===== config.mk =====
export PLATFORM = sky130hd
export DESIGN_NAME = eir_ext_irq
export DESIGN_NICKNAME = d
export VERILOG_FILES = /design/src/design/eir_pkg.sv /design/src/design/eir_edge_if.sv /design/src/design/eir_ext_irq.sv /design/src/design/eir_edge_det.sv
export SDC_FILE = /design/constraint.sdc
export NUM_CORES = 1
export LEC_CHECK = 0
export BUFFER_PORTS_ARGS = -buffer_cell sky130_fd_sc_hd__buf_2
export CAP_MARGIN = 0
export CORE_MARGIN = 8
export CORE_UTILIZATION = 55
export DETAILED_ROUTE_END_ITERATION = 7
export PLACE_DENSITY = 0.92
export SETUP_SLACK_MARGIN = 0.05
export SYNTH_ARGS = -nofsm -noshare
export SYNTH_HDL_FRONTEND = slang
export SYNTH_SLANG_ARGS = --single-unit

===== constraint.sdc =====
create_clock -name clk_in -period 3.43 [get_ports clk_in]
set_clock_uncertainty 0.1 [all_clocks]
set_input_delay 0.1715 -clock clk_in [delete_from_list [all_inputs] [get_ports clk_in]]
set_output_delay 0.1715 -clock clk_in [all_outputs]
set_load 0.02 [all_outputs]

===== src/design/eir_pkg.sv =====
package eir_pkg;

  // ----------------------------------------
  // register addresses in the sfr space
  // ----------------------------------------
  localparam logic [7:0] ADDR_CONTROL = 8'hD8;
  localparam logic [7:0] ADDR_ENABLE = 8'hE8;
  localparam logic [7:0] ADDR_PRIORITY = 8'hF8;

  // ----------------------------------------
  // control register fields
  // ----------------------------------------
  localparam int CTL_DOUBLER = 7;
  localparam int CTL_ONE = 6;
  localparam int CTL_WAKE_EN = 5;
  localparam int CTL_WAKE_FLAG = 4;
  localparam int CTL_SIX_FLAG = 3;

  // ----------------------------------------
  // source slots, lower slot wins a tie
  // ----------------------------------------
  localparam int NSRC = 5;
  localparam int SRC_USB = 0;
  localparam int SRC_TWOWIRE = 1;
  localparam int SRC_FOUR = 2;
  localparam int SRC_FIVE = 3;
  localparam int SRC_SIX = 4;

  // reserved upper bits of enable and priority, reserved low bits of control
  localparam logic [2:0] RSVD_HIGH = 3'h7;
  localparam logic [2:0] RSVD_LOW = 3'h0;

  // ----------------------------------------
  // values after reset
  // ----------------------------------------
  localparam logic [NSRC-1:0] RST_ENABLE = 5'h00;
  localparam logic [NSRC-1:0] RST_PRIORITY = 5'h00;
  localparam logic RST_BIT = 1'b0;
  localparam logic [7:0] RST_RDATA = 8'h00;

  // ----------------------------------------
  // edge detector lanes
  // ----------------------------------------
  localparam int NEDGE = 5;
  localparam int EDG_WAKE = 0;
  localparam int EDG_WAKE2 = 1;
  localparam int EDG_SIX = 2;
  localparam int EDG_FOUR = 3;
  localparam int EDG_FIVE = 4;

  // selected source code
  typedef enum logic [2:0] {
    EIR_SEL_USB = 3'h0,
    EIR_SEL_TWOWIRE = 3'h1,
    EIR_SEL_FOUR = 3'h2,
    EIR_SEL_FIVE = 3'h3,
    EIR_SEL_SIX = 3'h4,
    EIR_SEL_WAKE = 3'h5,
    EIR_SEL_NONE = 3'h7
  } eir_sel_t;

  // assigned level of the selected request
  typedef enum logic [1:0] {
    EIR_LVL_LOW = 2'h0,
    EIR_LVL_HIGH = 2'h1,
    EIR_LVL_TOP = 2'h2
  } eir_lvl_t;

endpackage : eir_pkg


===== src/design/eir_edge_if.sv =====
`timescale 1ns/1ps
interface eir_edge_if #(
  parameter int N = 5
);
  logic [N-1:0] level;
  logic [N-1:0] rise;

  modport src (output level, input rise);
  modport det (input level, output rise);
endinterface : eir_edge_if


===== src/design/eir_ext_irq.sv =====
`timescale 1ns/1ps
module eir_ext_irq (
  input wire logic clk_in,
  input wire logic rst_n_in,
  input wire logic ce_in,
  // sfr access from the cpu
  input wire logic [7:0] sfr_addr_in,
  input wire logic [7:0] sfr_wdata_in,
  input wire logic sfr_wr_in,
  input wire logic sfr_rd_in,
  output logic [7:0] sfr_rdata_out,
  // pins and internal events
  input wire logic wake_pin_in,
  input wire logic second_wake_pin_in,
  input wire logic usb_resume_in,
  input wire logic ext_six_pin_in,
  input wire logic ext_four_pin_in,
  input wire logic ext_five_pin_n_in,
  input wire logic waveform_engine_irq_in,
  // flags held in the base flag register
  input wire logic usb_irq_flag_in,
  input wire logic twowire_irq_flag_in,
  input wire logic ext_four_request_in,
  input wire logic ext_five_request_in,
  input wire logic global_enable_in,
  // set pulses toward the base flag register
  output logic ext_four_set_out,
  output logic ext_five_set_out,
  // to serial port 1 and the cpu sequencer
  output logic serial1_baud_doubler_out,
  output logic [5:0] pending_out,
  output logic irq_req_out,
  output logic [2:0] irq_src_out,
  output logic [1:0] irq_level_out
);

  // ----------------------------------------
  // helpers
  // ----------------------------------------
  // lowest set slot is the highest natural
  // priority; returns none when vec is empty
  function automatic eir_pkg::eir_sel_t
      first_slot(input logic [eir_pkg::NSRC-1:0] vec);
    eir_pkg::eir_sel_t sel;
    sel = eir_pkg::EIR_SEL_NONE;
    for (int i = eir_pkg::NSRC - 1; i >= 0; i--) begin
      if (vec[i]) begin
        sel = eir_pkg::eir_sel_t'(3'(i));
      end
    end
    return sel;
  endfunction : first_slot

  // ----------------------------------------
  // state
  // ----------------------------------------
  logic serial1_baud_doubler;
  logic wake_irq_enable;
  logic wake_flag;
  logic ext_six_flag;
  logic [eir_pkg::NSRC-1:0] ext_irq_enable;
  logic [eir_pkg::NSRC-1:0] ext_irq_priority;
  logic fifo_prev;

  // ----------------------------------------
  // decode
  // ----------------------------------------
  logic wr_control;
  logic wr_enable;
  logic wr_priority;

  // a write is only taken while clocks run
  assign wr_control = ce_in && sfr_wr_in &&
                      (sfr_addr_in == eir_pkg::ADDR_CONTROL);
  assign wr_enable = ce_in && sfr_wr_in &&
                     (sfr_addr_in == eir_pkg::ADDR_ENABLE);
  assign wr_priority = ce_in && sfr_wr_in &&
                       (sfr_addr_in == eir_pkg::ADDR_PRIORITY);

  // ----------------------------------------
  // pin edge detection
  // ----------------------------------------
  eir_edge_if #(.N(eir_pkg::NEDGE)) edges ();

  // pin five is active low, so it enters
  // inverted and every lane looks for a rise
  always_comb begin
    edges.level = '0;
    edges.level[eir_pkg::EDG_WAKE] = wake_pin_in;
    edges.level[eir_pkg::EDG_WAKE2] = second_wake_pin_in;
    edges.level[eir_pkg::EDG_SIX] = ext_six_pin_in;
    edges.level[eir_pkg::EDG_FOUR] = ext_four_pin_in;
    edges.level[eir_pkg::EDG_FIVE] = ~ext_five_pin_n_in;
  end

  eir_edge_det u_edge (
    .clk_in(clk_in),
    .rst_n_in(rst_n_in),
    .ce_in(ce_in),
    .edges(edges)
  );

  logic wake_event;
  logic six_event;
  logic four_event;
  logic five_event;
  logic fifo_event;

  // fifo source is a level; only its rise
  // counts, as the shared slot is edge-only
  assign fifo_event = waveform_engine_irq_in & ~fifo_prev;
  assign wake_event = edges.rise[eir_pkg::EDG_WAKE] |
                      edges.rise[eir_pkg::EDG_WAKE2] |
                      usb_resume_in;
  assign six_event = edges.rise[eir_pkg::EDG_SIX];
  assign four_event = edges.rise[eir_pkg::EDG_FOUR] | fifo_event;
  assign five_event = edges.rise[eir_pkg::EDG_FIVE];

  // fifo source history
  always_ff @(posedge clk_in) begin
    if (!rst_n_in) begin
      fifo_prev <= 1'b0;
    end else if (ce_in) begin
      fifo_prev <= waveform_engine_irq_in;
    end
  end

  // ----------------------------------------
  // set pulses for flags four and five
  // ----------------------------------------
  // those flags live in the base register;
  // this block only reports the edges
  always_ff @(posedge clk_in) begin
    if (!rst_n_in) begin
      ext_four_set_out <= eir_pkg::RST_BIT;
      ext_five_set_out <= eir_pkg::RST_BIT;
    end else if (ce_in) begin
      ext_four_set_out <= four_event;
      ext_five_set_out <= five_event;
    end
  end

  // ----------------------------------------
  // control register, plain bits
  // ----------------------------------------
  always_ff @(posedge clk_in) begin
    if (!rst_n_in) begin
      serial1_baud_doubler <= eir_pkg::RST_BIT;
      wake_irq_enable <= eir_pkg::RST_BIT;
    end else if (wr_control) begin
      serial1_baud_doubler <= sfr_wdata_in[eir_pkg::CTL_DOUBLER];
      wake_irq_enable <= sfr_wdata_in[eir_pkg::CTL_WAKE_EN];
    end
  end

  // ----------------------------------------
  // wake flag
  // ----------------------------------------
  // hardware set wins over a write of zero
  // in the same cycle, so no wake is lost
  always_ff @(posedge clk_in) begin
    if (!rst_n_in) begin
      wake_flag <= eir_pkg::RST_BIT;
    end else if (ce_in) begin
      if (wake_event) begin
        wake_flag <= 1'b1;
      end else if (wr_control) begin
        wake_flag <= sfr_wdata_in[eir_pkg::CTL_WAKE_FLAG];
      end
    end
  end

  // ----------------------------------------
  // external six flag
  // ----------------------------------------
  // sticky until software writes zero
  always_ff @(posedge clk_in) begin
    if (!rst_n_in) begin
      ext_six_flag <= eir_pkg::RST_BIT;
    end else if (ce_in) begin
      if (six_event) begin
        ext_six_flag <= 1'b1;
      end else if (wr_control) begin
        ext_six_flag <= sfr_wdata_in[eir_pkg::CTL_SIX_FLAG];
      end
    end
  end

  // ----------------------------------------
  // enable and priority registers
  // ----------------------------------------
  // upper three bits are not stored
  always_ff @(posedge clk_in) begin
    if (!rst_n_in) begin
      ext_irq_enable <= eir_pkg::RST_ENABLE;
    end else if (wr_enable) begin
      ext_irq_enable <= sfr_wdata_in[eir_pkg::NSRC-1:0];
    end
  end

  always_ff @(posedge clk_in) begin
    if (!rst_n_in) begin
      ext_irq_priority <= eir_pkg::RST_PRIORITY;
    end else if (wr_priority) begin
      ext_irq_priority <= sfr_wdata_in[eir_pkg::NSRC-1:0];
    end
  end

  // ----------------------------------------
  // read data
  // ----------------------------------------
  logic [7:0] next_rdata;

  // reserved fields are constants, never
  // storage, so they cannot be disturbed
  always_comb begin
    next_rdata = eir_pkg::RST_RDATA;
    unique case (sfr_addr_in)
      eir_pkg::ADDR_CONTROL: begin
        next_rdata[eir_pkg::CTL_DOUBLER] = serial1_baud_doubler;
        next_rdata[eir_pkg::CTL_ONE] = 1'b1;
        next_rdata[eir_pkg::CTL_WAKE_EN] = wake_irq_enable;
        next_rdata[eir_pkg::CTL_WAKE_FLAG] = wake_flag;
        next_rdata[eir_pkg::CTL_SIX_FLAG] = ext_six_flag;
        next_rdata[2:0] = eir_pkg::RSVD_LOW;
      end
      eir_pkg::ADDR_ENABLE: begin
        next_rdata = {eir_pkg::RSVD_HIGH, ext_irq_enable};
      end
      eir_pkg::ADDR_PRIORITY: begin
        next_rdata = {eir_pkg::RSVD_HIGH, ext_irq_priority};
      end
      default: begin
        next_rdata = eir_pkg::RST_RDATA;
      end
    endcase
  end

  // data stands until the next read strobe
  always_ff @(posedge clk_in) begin
    if (!rst_n_in) begin
      sfr_rdata_out <= eir_pkg::RST_RDATA;
    end else if (ce_in && sfr_rd_in) begin
      sfr_rdata_out <= next_rdata;
    end
  end

  // ----------------------------------------
  // serial port 1 rate
  // ----------------------------------------
  always_ff @(posedge clk_in) begin
    if (!rst_n_in) begin
      serial1_baud_doubler_out <= eir_pkg::RST_BIT;
    end else if (ce_in) begin
      serial1_baud_doubler_out <= serial1_baud_doubler;
    end
  end

  // ----------------------------------------
  // pending requests
  // ----------------------------------------
  logic [eir_pkg::NSRC-1:0] raw;
  logic [eir_pkg::NSRC-1:0] pend;
  logic wake_pend;

  // the flag is a level, so a flag left set
  // at return keeps the request up
  always_comb begin
    raw = '0;
    raw[eir_pkg::SRC_USB] = usb_irq_flag_in;
    raw[eir_pkg::SRC_TWOWIRE] = twowire_irq_flag_in;
    raw[eir_pkg::SRC_FOUR] = ext_four_request_in;
    raw[eir_pkg::SRC_FIVE] = ext_five_request_in;
    raw[eir_pkg::SRC_SIX] = ext_six_flag;
  end

  // per-source gate, then the global gate
  // bit 0 usb, 1 two-wire, 2 four, 3 five,
  // 4 six: one mask serves all five
  assign pend = raw & ext_irq_enable &
                {eir_pkg::NSRC{global_enable_in}};

  // wake ignores the global enable
  assign wake_pend = wake_flag & wake_irq_enable;

  // ----------------------------------------
  // arbitration
  // ----------------------------------------
  logic [eir_pkg::NSRC-1:0] pend_high;
  logic [eir_pkg::NSRC-1:0] pend_low;
  eir_pkg::eir_sel_t next_src;
  eir_pkg::eir_lvl_t next_level;

  // priority bit 1 puts a source high
  assign pend_high = pend & ext_irq_priority;
  assign pend_low = pend & ~ext_irq_priority;

  // assigned level first, natural slot second;
  // wake always stands above both levels
  always_comb begin
    next_src = eir_pkg::EIR_SEL_NONE;
    next_level = eir_pkg::EIR_LVL_LOW;
    if (wake_pend) begin
      next_src = eir_pkg::EIR_SEL_WAKE;
      next_level = eir_pkg::EIR_LVL_TOP;
    end else if (|pend_high) begin
      next_src = first_slot(pend_high);
      next_level = eir_pkg::EIR_LVL_HIGH;
    end else if (|pend_low) begin
      next_src = first_slot(pend_low);
      next_level = eir_pkg::EIR_LVL_LOW;
    end
  end

  // ----------------------------------------
  // request outputs
  // ----------------------------------------
  // one cycle behind the flags; the cpu
  // samples per instruction, far slower
  always_ff @(posedge clk_in) begin
    if (!rst_n_in) begin
      pending_out <= '0;
      irq_req_out <= 1'b0;
      irq_src_out <= eir_pkg::EIR_SEL_NONE;
      irq_level_out <= eir_pkg::EIR_LVL_LOW;
    end else if (ce_in) begin
      pending_out <= {wake_pend, pend};
      irq_req_out <= wake_pend | (|pend);
      irq_src_out <= next_src;
      irq_level_out <= next_level;
    end
  end

endmodule : eir_ext_irq


===== src/design/eir_edge_det.sv =====
`timescale 1ns/1ps
module eir_edge_det (
  input wire logic clk_in,
  input wire logic rst_n_in,
  input wire logic ce_in,
  eir_edge_if.det edges
);

  // lane count follows the package, as the interface is sized from it
  localparam int N = eir_pkg::NEDGE;

  logic [N-1:0] prev;
  logic primed;

  // ----------------------------------------
  // previous sample per lane
  // ----------------------------------------
  // the first sample after reset only loads
  // prev, so a pin already high at release
  // does not look like a fresh edge
  always_ff @(posedge clk_in) begin
    if (!rst_n_in) begin
      prev <= '0;
      primed <= 1'b0;
    end else if (ce_in) begin
      prev <= edges.level;
      primed <= 1'b1;
    end
  end

  // ----------------------------------------
  // inactive-to-active detection
  // ----------------------------------------
  always_comb begin
    edges.rise = primed ? (edges.level & ~prev) : '0;
  end

endmodule : eir_edge_det


==> results.toml <==
[status]
outcome = "finished clean"

[finish]
fin_cells = 326
final_area_um2 = 2420
area_delta_synth_final_pct = 22.2
fillers = 281
fin_nets = 312
drive_gt1_share_pct = 23.9
diodes = 0

[critical_path]
critPathLaunchType = "input port"
end_kind = "flip-flop"
required_ns = 3.58
rrSetupSlack_ns = 1.76
critPathMaxFanout = 35
critical_path.cell_chain = "dlygate4sd3_1 -> buf_2 -> clkinv_1 -> a211oi_1"
arrival_ns = 2.10
slowest_delay_ns = 0.74
cp_slowest_cell = "clkinv_1"
crit_type = "input port to flip-flop"

[power_and_ir_drop]
p_leak_nw = 1.06
power.total_uw = 834
powerDensity_nw_per_um2 = 345
ir_drop_v = 0.000207

[grt]
grt_overflow_total = 0
grt_pass1_wl_um = 8260
grt_use_total_pct = 16.7
grt_max_degree = 36
grt_pass1_vias = 1892
grt_antenna_before_repair = 0

[clock_network]
clk_pin_slew_worst_paths_ns = 0.11
numCtsBuffers = 5
insertion_delay_ns = 0.35
htreeDepth = 2
post_cts_buffers = 0
cts_tree = "done"
cts_sinks = 43
cts_root_buf = "clkbuf_4"
clk_path_buf_depth = 2

[route]
viasPerCell = 5.52
dr.pass1.iters = 5
drt-initial-drc-count = 135
drcViolationCount = 0
via_count = 1799
wl_per_cell_um = 14.5
ant_nets = 0
drt_wl_total_um = 4710

[synth]
syn_inst = 219
synth_edf_count = 0
synth-seq-cells = 43
yosysWarnings = 0
ys_async_sr_fraction_pct = 0
yosys.area.top_type = "dfxtp_1"
synth_top_area_share_pct = 43.5
netlist_area_um2 = 1980
avgSynthCellArea_um2 = 9.04
syn-num-nets = 252
synth_flop_cell = "dfxtp_1"
yosys.cell_types.count = 45
seq_area_frac_synth_pct = 43.5
synthTopCellsByArea = "dfxtp_1, mux2i_1, nor2_1"

[run]
maxCapViolCount = 0

[timing]
max_clock_freq_mhz = 515
tns_ns = 0
relSlewSlack_pct = 38.6
report.final.hold_viol_count = 0
fin_crit_ns = 1.94
setup_viol = 0
tightest_slew_ns = 0.915
min_period_over_period_pct = 56.6
rsz0062_at_grt = "false"
drv_slew = 0

[floorplan]
pin_count = 56
core_um2 = 3390
die_y_um = 76.0
fp.dieW_um = 76.0
die_area_um2 = 5770
initial_core_util_pct = 58.4
rows = 21

[placed_design]
place_area_um2 = 2250
dp_cells = 306
gp_congestion = 0.857
hpwlAfterDp_um = 3480
io_buffers = 54

[min_path]
min_path_type = "input port to flip-flop"
-- cell families (layout without fill, tap and decap cells) --
group                  after synthesis  in the layout  synth area share, %
AOI/OAI and AO/OA                   38             38                 12.8
buffers and inverters               19             80                 4.11
and+or+nand+nor                     93             93                 26.3
muxes                               26             26                 13.3
DFF                                 43             43                 43.5
-- path summary, 6_finish.rpt --
check	startpoint	endpoint	depth (start not counted)
min	wake_pin_in	u_edge.prev[0]	3
min reg2reg	sfr_rdata_out[5]	sfr_rdata_out[5]	2
max	rst_n_in	u_edge.prev[4]	4
max reg2reg	ext_irq_priority[2]	irq_src_out[1]	4
-- cells in the final DEF (no fill, tap or decap), types with 2 or more instances in the layout --
master	instances
o21ai_0	4
or3_1	3
mux2i_1	24
and2_1	5
a31oi_1	2
dlygate4sd3_1	12
nand2_1	15
nand2b_1	7
clkbuf_1	2
and4_1	2
nor2b_1	2
nand3_1	6
buf_2	54
dfxtp_1	43
nor2_1	28
nor4_1	2
nand4b_1	2
and4b_1	3
o22ai_1	4
a2bb2oi_1	2
a21boi_0	2
nand4_1	9
o2111ai_1	2
a21oi_1	12
a22oi_1	2
mux2_2	2
inv_1	5
clkbuf_4	5
o21bai_1	2
-- per-stage QoR --
step	hold slack [ns]	utilization, %	setup slack [ns]
floorplan	0.171	-	1.85
global placement	0.269	66.3	1.44
detailed placement	0.284	66.3	1.37
CTS	0.00560	71.4	1.48
global route	0.0162	71.4	1.30
finish	0.00247	71.4	1.49
-- routing by layer --
layer / vias to the layer above / wire (um) / global-route usage, %
met1: 831 / 2120 / 18.9
met4: 0 / 74 / 8.24
li1: 911 / - / -
met5: - / 0 / 0
met3: 7 / 318 / 6.13
met2: 50 / 2200 / 27.1
-- Yosys cell counts (all sizes together), types with 2 or more instances --
cell and number:
inv 5, and4b 4, nor3 2, o22ai 4, nand3 6, o21bai 2, buf 8, nor4 2
o2111ai 2, nand4b 2, a21oi 12, a211oi 2, nand4 9, a22oi 2, nor2 28, o21ai 4
clkbuf 5, mux2i 24, nor2b 2, nand2b 7, or3 3, and4 2, a2bb2oi 2, a21boi 2
a31oi 2, dfxtp 43, mux2 2, and2 5, nand2 15
-- critical path, delay by kind of cell --
family | cells | cell delay [ns]
AO/OA/AOI/OAI | 1 | 0.47
buffers and inverters | 3 | 1.45
-- state kept, by name, indices dropped and copies added, names as in the netlist --
signal / cells
ext_five_set_out: 1
ext_four_set_out: 1
ext_irq_enable: 5
ext_irq_priority: 5
ext_six_flag: 1
fifo_prev: 1
irq_level_out: 1
irq_req_out: 1
irq_src_out: 3
pending_out: 6
serial1_baud_doubler: 1
serial1_baud_doubler_out: 1
sfr_rdata_out: 8
u_edge.prev: 5
u_edge.primed: 1
wake_flag: 1
wake_irq_enable: 1
-- area by class of cell --
| class | count | area, um2 | area share (%) |
|---|---|---|---|
| multi-input combinational | 157 | 1040 | 42.9 |
| clock inverter | 1 | 5.00 | 0.207 |
| sequential | 43 | 861 | 35.6 |
| tap | 46 | 57.6 | 2.38 |
| inverter | 6 | 22.5 | 0.931 |
| clock buffer | 7 | 45.0 | 1.86 |
| timing repair buffer | 66 | 390 | 16.1 |
-- repair_timing --
| action | in CTS | in global routing |
|---|---|---|
| hold buffers | 12 | 0 |
| gates resized for setup | 0 | 0 |
| hold endpoints to repair | 16 | 0 |
-- power by group --
group	switching, mW	leakage, nW	internal [mW]
Sequential	0.00552	0.349	0.508
Combinational	0.0470	0.684	0.0410
Clock	0.152	0.0293	0.0800
(Power assumes the default switching activity.)
